===== src/verilog/slope_route_pkg.sv =====
// Package with constants and types shared by the slope, routing and interval logic.
package slope_route_pkg;

    // Measurement function codes held in the function register.
    localparam logic [3:0] FUNC_FREQUENCY      = 4'h0;
    localparam logic [3:0] FUNC_PERIOD         = 4'h1;
    localparam logic [3:0] FUNC_WIDTH          = 4'h2;
    localparam logic [3:0] FUNC_INTERVAL_VAR   = 4'h3;
    localparam logic [3:0] FUNC_PERIOD_AVG     = 4'h4;
    localparam logic [3:0] FUNC_WIDTH_AVG      = 4'h5;
    localparam logic [3:0] FUNC_INTERVAL_AVG   = 4'h6;
    localparam logic [3:0] FUNC_EVENTS_DURING  = 4'h7;
    localparam logic [3:0] FUNC_RATIO          = 4'h8;
    localparam logic [3:0] FUNC_TOTALIZE       = 4'h9;
    localparam logic [3:0] FUNC_MANUAL         = 4'hA;

    // Register byte offsets.
    localparam logic [7:0] OFS_CONTROL = 8'h00;
    localparam logic [7:0] OFS_STATUS  = 8'h04;
    localparam logic [7:0] OFS_COUNT   = 8'h08;

    // Control register fields.
    localparam int CTL_SLOPE_ONE = 0;
    localparam int CTL_SLOPE_TWO = 1;
    localparam int CTL_GEN_RESET = 2;
    localparam int CTL_FUNC_LSB  = 4;
    localparam int FUNC_W        = 4;

    // Status register fields.
    localparam int STA_INTERVAL  = 0;
    localparam int STA_ROUTE_ONE = 1;
    localparam int STA_ROUTE_TWO = 2;
    localparam int STA_GEN_ONE   = 3;
    localparam int STA_GEN_TWO   = 4;
    localparam int STA_MON_ONE   = 5;
    localparam int STA_MON_TWO   = 6;

    localparam logic [3:0] RST_FUNCTION = FUNC_FREQUENCY;
    localparam logic [1:0] HTRANS_NONSEQ = 2'h2;

    typedef enum logic {GEN_WAIT_ONE, GEN_WAIT_TWO} gen_state_t;

endpackage


===== src/verilog/interval_link_if.sv =====
// Interface joining the router to the interval generator.
`timescale 1ns/1ps
interface interval_link_if;
    logic edge_one;
    logic edge_two;
    logic gen_reset;
    logic interval;
    logic interval_n;

    modport router (output edge_one, output edge_two, output gen_reset,
                    input interval, input interval_n);
    modport generator (input edge_one, input edge_two, input gen_reset,
                       output interval, output interval_n);
endinterface


===== src/verilog/slope_route_interval_gen.sv =====
// Slope selection, signal routing and interval generation for a counter front end.
//
// Functional notes
// - Each channel is inverted when its slope control is high.
// - Each slope selector also gives its complemented output.
// - Each slope-adjusted signal drives its own monitor output.
// - Interval functions block both direct gates and feed the generator.
// - Manual timing blocks both direct routing gates.
// - Totalize and frequency block channel two direct gate, keep channel one.
// - Reset drives interval low and complement high, awaiting channel one.
// - First channel one edge sets interval high, then awaits channel two.
// - Channel two edge while high returns generator to reset state.
// - One pulse per cycle, rising on channel one, falling on channel two.
// - Independent polarity lets either edge of each channel bound the interval.
//
// The implementer's own choices: the register addresses and register access over AHB-Lite.
`timescale 1ns/1ps
module slope_route_interval_gen
    import slope_route_pkg::*;
(
    input  wire logic        core_clk,
    input  wire logic        srst,
    input  wire logic        channel_one_input,
    input  wire logic        channel_two_input,
    input  wire logic        gen_reset_in,
    output logic             shaped_monitor_out_one,
    output logic             shaped_monitor_out_two,
    output logic             route_one,
    output logic             route_two,
    output logic             interval_out,
    output logic             interval_out_n,
    output logic             slope_one_n,
    output logic             slope_two_n,
    input  wire logic        hsel,
    input  wire logic [31:0] haddr,
    input  wire logic [1:0]  htrans,
    input  wire logic        hwrite,
    input  wire logic [2:0]  hsize,
    input  wire logic [31:0] hwdata,
    input  wire logic        hready,
    output logic [31:0]      hrdata,
    output logic             hreadyout,
    output logic             hresp
);

    typedef struct packed {
        logic [1:0]        sync_one;
        logic [1:0]        sync_two;
        logic              prev_one;
        logic              prev_two;
        logic              slope_one;
        logic              slope_two;
        logic              soft_reset;
        logic [FUNC_W-1:0] func;
        logic              wr_pend;
        logic [7:0]        addr;
        logic [15:0]       count;
        logic              mon_one;
        logic              mon_two;
        logic              mon_one_n;
        logic              mon_two_n;
        logic              r_one;
        logic              r_two;
        logic              g_one;
        logic              g_two;
        logic              ival;
        logic              ival_n;
        logic [31:0]       rdata;
    } top_reg_t;

    top_reg_t cur;
    top_reg_t next_cur;

    interval_link_if link ();

    interval_gen u_gen (
        .core_clk (core_clk),
        .srst     (srst),
        .link     (link.generator)
    );

    logic adj_one;
    logic adj_two;
    logic interval_func;
    logic block_both;
    logic block_two;
    logic [31:0] status_word;
    logic [31:0] control_word;

    always_comb begin
        adj_one = cur.sync_one[1] ^ cur.slope_one;
        adj_two = cur.sync_two[1] ^ cur.slope_two;

        interval_func = (cur.func == FUNC_INTERVAL_VAR) || (cur.func == FUNC_INTERVAL_AVG);
        block_both = interval_func || (cur.func == FUNC_MANUAL);
        block_two = block_both || (cur.func == FUNC_TOTALIZE) || (cur.func == FUNC_FREQUENCY);

        control_word = 32'h0000_0000;
        control_word[CTL_SLOPE_ONE] = cur.slope_one;
        control_word[CTL_SLOPE_TWO] = cur.slope_two;
        control_word[CTL_FUNC_LSB +: FUNC_W] = cur.func;

        status_word = 32'h0000_0000;
        status_word[STA_INTERVAL]  = link.interval;
        status_word[STA_ROUTE_ONE] = cur.r_one;
        status_word[STA_ROUTE_TWO] = cur.r_two;
        status_word[STA_GEN_ONE]   = cur.g_one;
        status_word[STA_GEN_TWO]   = cur.g_two;
        status_word[STA_MON_ONE]   = cur.mon_one;
        status_word[STA_MON_TWO]   = cur.mon_two;
    end

    assign link.edge_one  = interval_func && adj_one && !cur.prev_one;
    assign link.edge_two  = interval_func && adj_two && !cur.prev_two;
    // The generator is held cleared outside interval functions.
    assign link.gen_reset = gen_reset_in || cur.soft_reset || !interval_func;

    always_comb begin
        next_cur = cur;
        next_cur.sync_one = {cur.sync_one[0], channel_one_input};
        next_cur.sync_two = {cur.sync_two[0], channel_two_input};
        next_cur.prev_one = adj_one;
        next_cur.prev_two = adj_two;

        next_cur.mon_one = adj_one;
        next_cur.mon_two = adj_two;
        next_cur.mon_one_n = !adj_one;
        next_cur.mon_two_n = !adj_two;

        next_cur.r_one = block_both ? 1'b0 : adj_one;
        next_cur.r_two = block_two ? 1'b0 : adj_two;
        next_cur.g_one = interval_func ? adj_one : 1'b0;
        next_cur.g_two = interval_func ? adj_two : 1'b0;
        next_cur.ival   = link.interval;
        next_cur.ival_n = link.interval_n;

        if (link.edge_one && !link.gen_reset && !link.interval) begin
            next_cur.count = cur.count + 16'h0001;
        end

        next_cur.soft_reset = 1'b0;
        next_cur.wr_pend    = 1'b0;
        if (cur.wr_pend) begin
            if (cur.addr == OFS_CONTROL) begin
                next_cur.slope_one  = hwdata[CTL_SLOPE_ONE];
                next_cur.slope_two  = hwdata[CTL_SLOPE_TWO];
                next_cur.soft_reset = hwdata[CTL_GEN_RESET];
                next_cur.func       = hwdata[CTL_FUNC_LSB +: FUNC_W];
            end else if (cur.addr == OFS_COUNT) begin
                next_cur.count = 16'h0000;
            end
        end
        // Read data is taken in the address phase; a write landing in that same
        // cycle is not yet visible to a back-to-back read.
        if (hsel && hready && htrans == HTRANS_NONSEQ) begin
            next_cur.addr    = haddr[7:0];
            next_cur.wr_pend = hwrite;
            case (haddr[7:0])
                OFS_CONTROL: next_cur.rdata = control_word;
                OFS_STATUS:  next_cur.rdata = status_word;
                OFS_COUNT:   next_cur.rdata = {16'h0000, cur.count};
                default:     next_cur.rdata = 32'h0000_0000;
            endcase
        end
    end

    always_ff @(posedge core_clk) begin
        if (srst) begin
            cur <= '0;
            cur.func   <= RST_FUNCTION;
            cur.ival_n <= 1'b1;
            cur.mon_one_n <= 1'b1;
            cur.mon_two_n <= 1'b1;
        end else begin
            cur <= next_cur;
        end
    end

    assign shaped_monitor_out_one = cur.mon_one;
    assign shaped_monitor_out_two = cur.mon_two;
    assign slope_one_n    = cur.mon_one_n;
    assign slope_two_n    = cur.mon_two_n;
    assign route_one      = cur.r_one;
    assign route_two      = cur.r_two;
    assign interval_out   = cur.ival;
    assign interval_out_n = cur.ival_n;
    assign hrdata         = cur.rdata;
    assign hreadyout      = 1'b1;
    assign hresp          = 1'b0;
endmodule


===== src/verilog/interval_gen.sv =====
// Interval generator: pulse from a channel one edge to the next channel two edge.
`timescale 1ns/1ps
module interval_gen
    import slope_route_pkg::*;
(
    input  wire logic   core_clk,
    input  wire logic   srst,
    interval_link_if.generator link
);

    typedef struct packed {
        gen_state_t state;
        logic       interval;
        logic       interval_n;
    } gen_reg_t;

    gen_reg_t cur;
    gen_reg_t next_cur;

    always_comb begin
        next_cur = cur;
        if (link.gen_reset) begin
            next_cur.state      = GEN_WAIT_ONE;
            next_cur.interval   = 1'b0;
            next_cur.interval_n = 1'b1;
        end else begin
            case (cur.state)
                GEN_WAIT_ONE: begin
                    if (link.edge_one) begin
                        next_cur.state      = GEN_WAIT_TWO;
                        next_cur.interval   = 1'b1;
                        next_cur.interval_n = 1'b0;
                    end
                end
                GEN_WAIT_TWO: begin
                    if (link.edge_two) begin
                        next_cur.state      = GEN_WAIT_ONE;
                        next_cur.interval   = 1'b0;
                        next_cur.interval_n = 1'b1;
                    end
                end
                default: begin
                    next_cur.state = GEN_WAIT_ONE;
                end
            endcase
        end
    end

    always_ff @(posedge core_clk) begin
        if (srst) begin
            cur.state      <= GEN_WAIT_ONE;
            cur.interval   <= 1'b0;
            cur.interval_n <= 1'b1;
        end else begin
            cur <= next_cur;
        end
    end

    assign link.interval   = cur.interval;
    assign link.interval_n = cur.interval_n;
endmodule


===== config.mk =====
export PLATFORM = sky130hd
export DESIGN_NAME = slope_route_interval_gen
export DESIGN_NICKNAME = d
export VERILOG_FILES = /design/src/verilog/slope_route_pkg.sv /design/src/verilog/interval_link_if.sv /design/src/verilog/slope_route_interval_gen.sv /design/src/verilog/interval_gen.sv
export SDC_FILE = /design/constraint.sdc
export NUM_CORES = 1
export LEC_CHECK = 0
export BUFFER_PORTS_ARGS = -buffer_cell sky130_fd_sc_hd__buf_2
export CAP_MARGIN = 30
export CORE_UTILIZATION = 52
export DETAILED_ROUTE_END_ITERATION = 10
export PLACE_DENSITY = 0.85
export SYNTH_ARGS = -nofsm -noshare
export SYNTH_HDL_FRONTEND = slang
export SYNTH_HIERARCHICAL = 1
export SYNTH_SLANG_ARGS = --single-unit

===== constraint.sdc =====
create_clock -name core_clk -period 4.8 [get_ports core_clk]
set_input_delay 0.72 -clock core_clk [delete_from_list [all_inputs] [get_ports core_clk]]
set_output_delay 0.72 -clock core_clk [all_outputs]
set_load 0.005 [all_outputs]

==> key figures, run 1 <==
Clock tree
  – Post-CTS Setup Bufs: 0
  – Clock-pin slew on the worst setup and hold paths: about 0.070 ns
  – CTS root buf: clkbuf_8
  – Total CTS buffers: 9
  – Clk Latency, worst-skew pair: between 0.3 and 0.4 ns
  – Clock tree buffer depth: 2
  – Clock sinks: 65
  – Hold buffer count at CTS: 0
  – CTS resizes: 0
  – Htree depth: 3
  – TritonCTS clock tree: done

STA
  – RSZ-0062 raised after global routing: no
  – Setup-failing EPs final: 0
  – Tmin final: 2.28 ns
  – Clock Skews: 0.00824 ns
  – Slew Viols, Final: 0
  – Fin crit share: a little under half
  – Setup TNS: 0 ns
  – F_max: roughly 0.44 GHz
  – Final hold violation count: 0
  – Tightest Pin Transition: ~0.98 ns
  – Max-slew headroom: around a third

Flow run
  – Max-Cap Viols: 0

Setup path
  – Setup slack, reg-to-reg: approximately 2.5 ns
  – Worst EP required: roughly 5.0 ns
  – Critical path capture point type: flop
  – Critical path startpoint: gen_reset_in
  – Crit-path max cell delay: ~0.50 ns
  – Stages on worst setup path: 5
  – Startpoint types: primary input
  – R2R cell count: 4
  – CP endpoint: cur[55]
  – CP top delay family: simple AND/OR/NAND/NOR gates
  – Arrival time worst endpoint: between 2 and 3 ns
  – Critical path class: primary input to flop
  – CP max FO: 27
  – WP buf/inv: 1
  – Reg2reg end: cur[55]
  – Worst path cell trace: buf_2, or4b_1, nand4b_4, nor4_1, mux2_2
  – Critical Path Slowest Stage Cell: or4b_1
  – R2r startpoint: control_word[7]

Place
  – Routability congestion estimate: 0.789
  – Port Buf Inserts: 48
  – Detail Placement HPWL: 4.34 mm

Detailed routing
  – Detail Route Antenna Nets: 0
  – DRC viols: 0
  – Final wirelength: between 6 and 7 mm
  – WL/cell: roughly 14 microns
  – Drt via density: 5.59
  – DRT Pass-1 Iters: 5
  – DR iter-0 viols: ~140
  – Via count: around 2400

Synth
  – Synth Area in Adders: less than 1%
  – Count leader, synth: dfxtp_1
  – Area contributors post-synth: dfxtp_1 (43%), buf_4 (8.9%), a21oi_1 (4.0%)
  – Cells after Synth: about 330
  – Synth Area in Compound Gates: 14.1%
  – Post-synth cell types: between 50 and 60
  – Yosys top cell area share: between 40% and 50%
  – Mux contribution to synthesized area: 4.70%
  – Post-synth ARST share: 0%
  – Post-Syn Area per Cell: 9.08 sq um
  – Synth Area in Simple Gates: 21.7%
  – Synth Flop Type: dfxtp_1
  – Mapped cell area: roughly 3000 sq um
  – Number of synthesized flops with an enable pin: 0
  – Leading area contributor after synthesis: dfxtp_1
  – YS warnings: 6
  – Largest family of logic cells by synthesized area: simple AND/OR/NAND/NOR gates
  – Commonest cells in the netlist: dfxtp_1 (65), buf_4 (36), nand2_1 (31)
  – Register area share after synthesis: between 40% and 50%
  – Yosys reg bits: 65
  – Post-Synth XOR/XNOR Area: a little under 3%

Floorplan
  – Initial Util: 54.4%
  – Chip Width: around 78 microns
  – Core area: about 5600 sq um
  – Die ar.: approximately 6100 sq um
  – FP Rows: 27
  – Chip Height: roughly 78 microns
  – Io pins: roughly 120

Layout
  – Share of post-route cells with drive strength above 1: about a fifth
  – Area of the multi-input gates: 1400 sq um
  – FILL cells: between 400 and 500
  – Area Overhead vs Synth: 6.23%
  – Register area: ~1300 sq um
  – NumNets Final: ~430
  – Diode count: 0

GRT
  – Largest net degree at the start of global routing: between 40 and 50
  – Antenna violations before repair: 0
  – GRT Overall Usage: 21.2%
  – GR Overflow Total: 0
  – Vias in the first global route: between 2000 and 2500
  – First-pass GRT wire length: 9.89 mm

Power and ir drop
  – Power Dens Cells: 306 nW/um^2
  – Maximum VDD drop: 0.000149 V
  – Leak: 1.24 nW
  – Total chip power: between 0.9 and 1 mW

Hold path
  – HP Class: flop to flop

Outcome
  – Status: finished clean
==> cell usage in the layout (no fill, tap or decap), drive strengths merged, types with 4 or more instances in the layout <==
cell	netlist	routed
o21ai	10	10
xnor2	5	5
o31ai	6	6
inv	6	6
a21oi	24	24
dfxtp	65	65
nand3	6	6
nand4	4	4
buf	40	49
clkbuf	14	12
a32oi	8	8
nor2b	7	7
or4	6	6
nor3	5	5
nand4b	4	4
conb	2	18
nand2	31	31
a22o	5	5
mux2i	12	12
nor2	27	27
or3	7	7
==> flip-flops by register name (all words and copies together) (netlist names) <==
register	count
route_two	1
u_gen/link.interval_n	1
cur	32
slope_two_n	1
shaped_monitor_out_two	1
interval_out_n	1
hrdata	16
slope_one_n	1
route_one	1
control_word	6
shaped_monitor_out_one	1
u_gen/link.interval	1
u_gen/cur	1
interval_out	1
==> kinds of logic (layout without fill, tap and decap cells) <==
| group | Yosys count | in the layout |
|---|---|---|
| multiplexers | 14 | 14 |
| other | 2 | 18 |
| AND/OR/NAND/NOR | 119 | 119 |
| flip-flops | 65 | 65 |
| buffers and inverters | 60 | 70 |
| adder cells (fa/ha/maj) | 1 | 1 |
| AO/OA/AOI/OAI | 65 | 65 |
| XOR/XNOR | 8 | 8 |
==> through the flow <==
| step | hold WS [ns] | worst slack, ns | utilization, % | area, sq um | cells |
|---|---|---|---|---|---|
| 2_1_floorplan | 0.414 | 2.62 | - | 3090 | 350 |
| 3_3_place_gp | 0.435 | 2.20 | 54.9 | 3060 | 417 |
| 3_5_place_dp | 0.446 | 2.18 | 54.9 | 3060 | 417 |
| 4_1_cts | 0.461 | 2.54 | 57.8 | 3220 | 432 |
| 5_1_grt | 0.471 | 2.36 | 57.8 | 3220 | 432 |
| 6_report | 0.458 | 2.52 | 57.8 | 3220 | 432 |
==> metal layers <==
metal  part of all wire (%)  track usage (%)  vias to the layer above
li1                       -                -                     1176
met1                     45             25.5                     1141
met2                     47             35.1                       82
met3                    5.7             6.05                       15
met4                    2.3             9.81                        0
met5                      0                0                        -
==> worst reg2reg max path, delay by kind of cell (launching register included) <==
kind	cells	cell delay, ns
simple gates	3	1.42
flops	1	0.39
mux	1	0.37
==> report_power, final <==
part / switching, mW / internal, mW
registers: 0.00322 / 0.544
logic: 0.0276 / 0.0158
clock network: 0.199 / 0.197
total: 0.230 / 0.757
==> how the worst min path moves through the flow <==
stage	endpoint	startpoint	slack, ns	cells after the start
global placement	cur[77]	cur[76]	0.44	1
floorplan	cur[77]	cur[76]	0.41	1
global route	cur[64]	cur[64]	0.47	2
detailed placement	interval_out_n	u_gen/link.interval_n	0.45	1
finish	hrdata[7]	hrdata[7]	0.46	2
CTS	hrdata[7]	hrdata[7]	0.46	2
==> final cells by class <==
| cell class | count | area share [%] |
|---|---|---|
| timing repair buffer | 49 | 7.69 |
| sequential | 65 | 40.4 |
| tap | 72 | 2.80 |
| clock buffer | 12 | 4.50 |
| clock inverter | 3 | 0.543 |
| inverter | 6 | 0.699 |
| multi-input combinational | 225 | 43.4 |
Note: power is estimated with default switching activity, not from simulation.
==> inputs of run 2 (changes only) <==
- CORE_UTILIZATION: 52 -> 49
- PLACE_DENSITY: 0.85 -> 0.8
- clock period: 4.8 -> 2.1 ns (I/O delays scaled with it)
==> run 2 against run 1 <==
  * Utilization is 0.89 points lower
  * Highest routed layer unchanged
  * Register-to-register slack worse by 2.4 ns
  * Die area is 6.0% higher
  * First-iteration DRC count is 27% higher
  * Critical endpoint is now cur[52]
  * Clock power grew to 2.7 times the previous value
  * Clock-buffer cell count stayed put
==> key figures, run 2 (synthesized netlist as in run 1, its figures left out) <==
Layout
  – Most frequent cells in the layout: dfxtp_1 (65), buf_2 (48), nand2_1 (31)
  – NumNets Final: 450 (+3.7%)
  – Area of the multi-input gates: 1420 sq um (+1.3%)
  – Largest register FFs: 32 (unchanged)
  – Biggest register: cur
  – Share of post-route cells with drive strength above 1: 23.9% (+3.9 points)
  – Register area: 1300 sq um (unchanged)
  – Diode count: 0 (unchanged)
  – Area Overhead vs Synth: 11.8%
  – FILL cells: 530 (+10%)
  – Commonest non-fill, non-tap cell in the layout: dfxtp_1

STA
  – Tightest Pin Transition: 0.510 ns (-0.469 ns)
  – Clock Skews: 0.00805 ns (-0.000198 ns)
  – Max-slew headroom: 65.9% (+31 points)
  – Setup TNS: 0 ns (unchanged)
  – Post-route setup slack: 0.127 ns (-2.40 ns)
  – RSZ-0062 raised after global routing: no
  – Slew Viols, Final: 0 (unchanged)
  – Fin crit share: 93.9%
  – F_max: 0.507 GHz
  – Setup-failing EPs final: 0 (unchanged)
  – Final hold violation count: 0 (unchanged)
  – Tmin final: 1.97 ns

Flow run
  – Max-Cap Viols: 0 (unchanged)

Setup path
  – CP max FO: 7 (-74%)
  – CP top delay family: simple AND/OR/NAND/NOR gates
  – Critical path class: flop to flop
  – Startpoint types: flop
  – Critical Path Slowest Stage Cell: or4b_4
  – Worst EP required: 2.39 ns (-2.65 ns)
  – Arrival time worst endpoint: 2.26 ns (-0.25 ns)
  – WP buf/inv: 1 (unchanged)
  – Critical path capture point type: flop
  – Crit-path max cell delay: 0.55 ns (+0.05 ns)
  – Worst path cell trace: or4b_4, nand4b_4, buf_4, or4_1, a21oi_1

Place
  – Pre-CTS setup slack: 0.0147 ns (-2.17 ns)
  – Detail Placement HPWL: 4.69 mm (+8.1%)
  – Routability congestion estimate: 0.855 (+8.4%)
  – Port Buf Inserts: 48 (unchanged)

Detailed routing
  – Drt via density: 5.50 (-1.6%)
  – WL/cell: 14.7 microns (+2.5%)
  – Detail Route Antenna Nets: 0 (unchanged)
  – Final wirelength: 6.64 mm (+7.0%)
  – Via count: 2480 (+2.7%)
  – DRT Pass-1 Iters: 4 (-1)
  – DR iter-0 viols: 183 (+27%)
  – DRC viols: 0 (unchanged)

Power and ir drop
  – Clock power share: 44.0% (+3.8 points)
  – Net Sw Power: 0.534 mW (+130%)
  – Maximum VDD drop: 0.000528 V (+250%)
  – Comb power frac: 4.4% (about the same)
  – Sequential power share: 51.7% (-3.8 points)
  – Net Sw Frac: 22.1% (-1.2 points)
  – Leak: 1.35 nW (+8.7%)
  – Pint: 1.89 mW (+150%)
  – Power Dens Cells: 714 nW/um^2 (+130%)

Clock tree
  – TritonCTS clock tree: done
  – Clock-pin slew on the worst setup and hold paths: 0.07 ns (about the same)
  – Htree depth: 3 (unchanged)
  – Total CTS buffers: 9 (unchanged)
  – Clock tree buffer depth: 2 (unchanged)
  – Clock sinks: 65 (unchanged)
  – Clk Latency, worst-skew pair: 0.35 ns (about the same)
  – CTS root buf: clkbuf_8
  – Hold buffer count at CTS: 0 (unchanged)

Floorplan
  – Chip Width: 80.7 microns (+2.9%)
  – Die ar.: 6510 sq um (+6.0%)
  – Chip Height: 80.7 microns (+2.9%)
  – FP Rows: 28 (+3.7%)
  – Io pins: 119 (unchanged)
  – Initial Util: 50.9% (-3.5 points)
  – Core area: 5960 sq um (+6.8%)

Hold path
  – HP Class: primary input to flop

GRT
  – GRT Overall Usage: 20.7% (-0.60 points)
  – Vias in the first global route: 2084 (-0.90%)
  – Largest net degree at the start of global routing: 25 (-40%)
  – GR Overflow Total: 0 (unchanged)
  – First-pass GRT wire length: 9.95 mm (+0.56%)
  – Antenna violations before repair: 0 (unchanged)

Outcome
  – Status: finished clean
[run 2: through the flow]
step	utilization, %	hold slack [ns]	instance area [sq um]	total power [mW]	instances
after global placement	52.8	0.428	3150	1.38	431
final	56.9	0.176	3390	2.42	451
after floorplan	-	0.388	3090	1.36	350
after global routing	56.9	0.166	3390	2.50	451
after CTS	56.1	0.166	3340	2.43	446
after detailed placement	52.8	0.445	3150	1.38	431
[run 2: layout make-up]
type | instances | share of cell area (%)
inverter | 6 | 0.664
sequential | 65 | 38.4
timing repair buffer | 64 | 10.6
multi-input combinational | 226 | 41.8
clock inverter | 3 | 1.18
tap | 75 | 2.77
clock buffer | 12 | 4.58
[run 2: power groups by stage]
stage | sequential (mW) | combinational, mW | clock (mW)
2_1_floorplan | 1.28 | 0.0881 | 0
3_3_place_gp | 1.28 | 0.101 | 0
3_5_place_dp | 1.28 | 0.103 | 0
4_1_cts | 1.25 | 0.103 | 1.08
5_1_grt | 1.25 | 0.117 | 1.14
6_report | 1.25 | 0.106 | 1.06
[run 2: metal layers]
layer / vias to the layer above / GRT usage, % / routed length [microns]
li1: 1207 / - / -
met1: 1184 / 25.5 / 2890
met2: 78 / 32.9 / 3240
met3: 11 / 7.61 / 383
met4: 0 / 7.14 / 115
met5: - / 0 / 0
[run 2: worst paths after layout]
| check | startpoint | cells after the start | slack, ns | endpoint |
|---|---|---|---|---|
| worst max-delay path | control_word[7] | 5 | 0.13 | cur[52] |
| worst min-delay path | channel_one_input | 2 | 0.18 | cur[78] |
| worst min register to register | cur[65] | 2 | 0.46 | cur[65] |
| worst max register to register | control_word[7] | 5 | 0.13 | cur[52] |
[run 2: what timing repair did]
action / 4_1_cts / 5_1_grt
resized for setup: 0 / 1
endpoints found under the setup margin: 0 / 2
hold endpoints to repair: 0 / 0
buffers inserted: 0 / 4
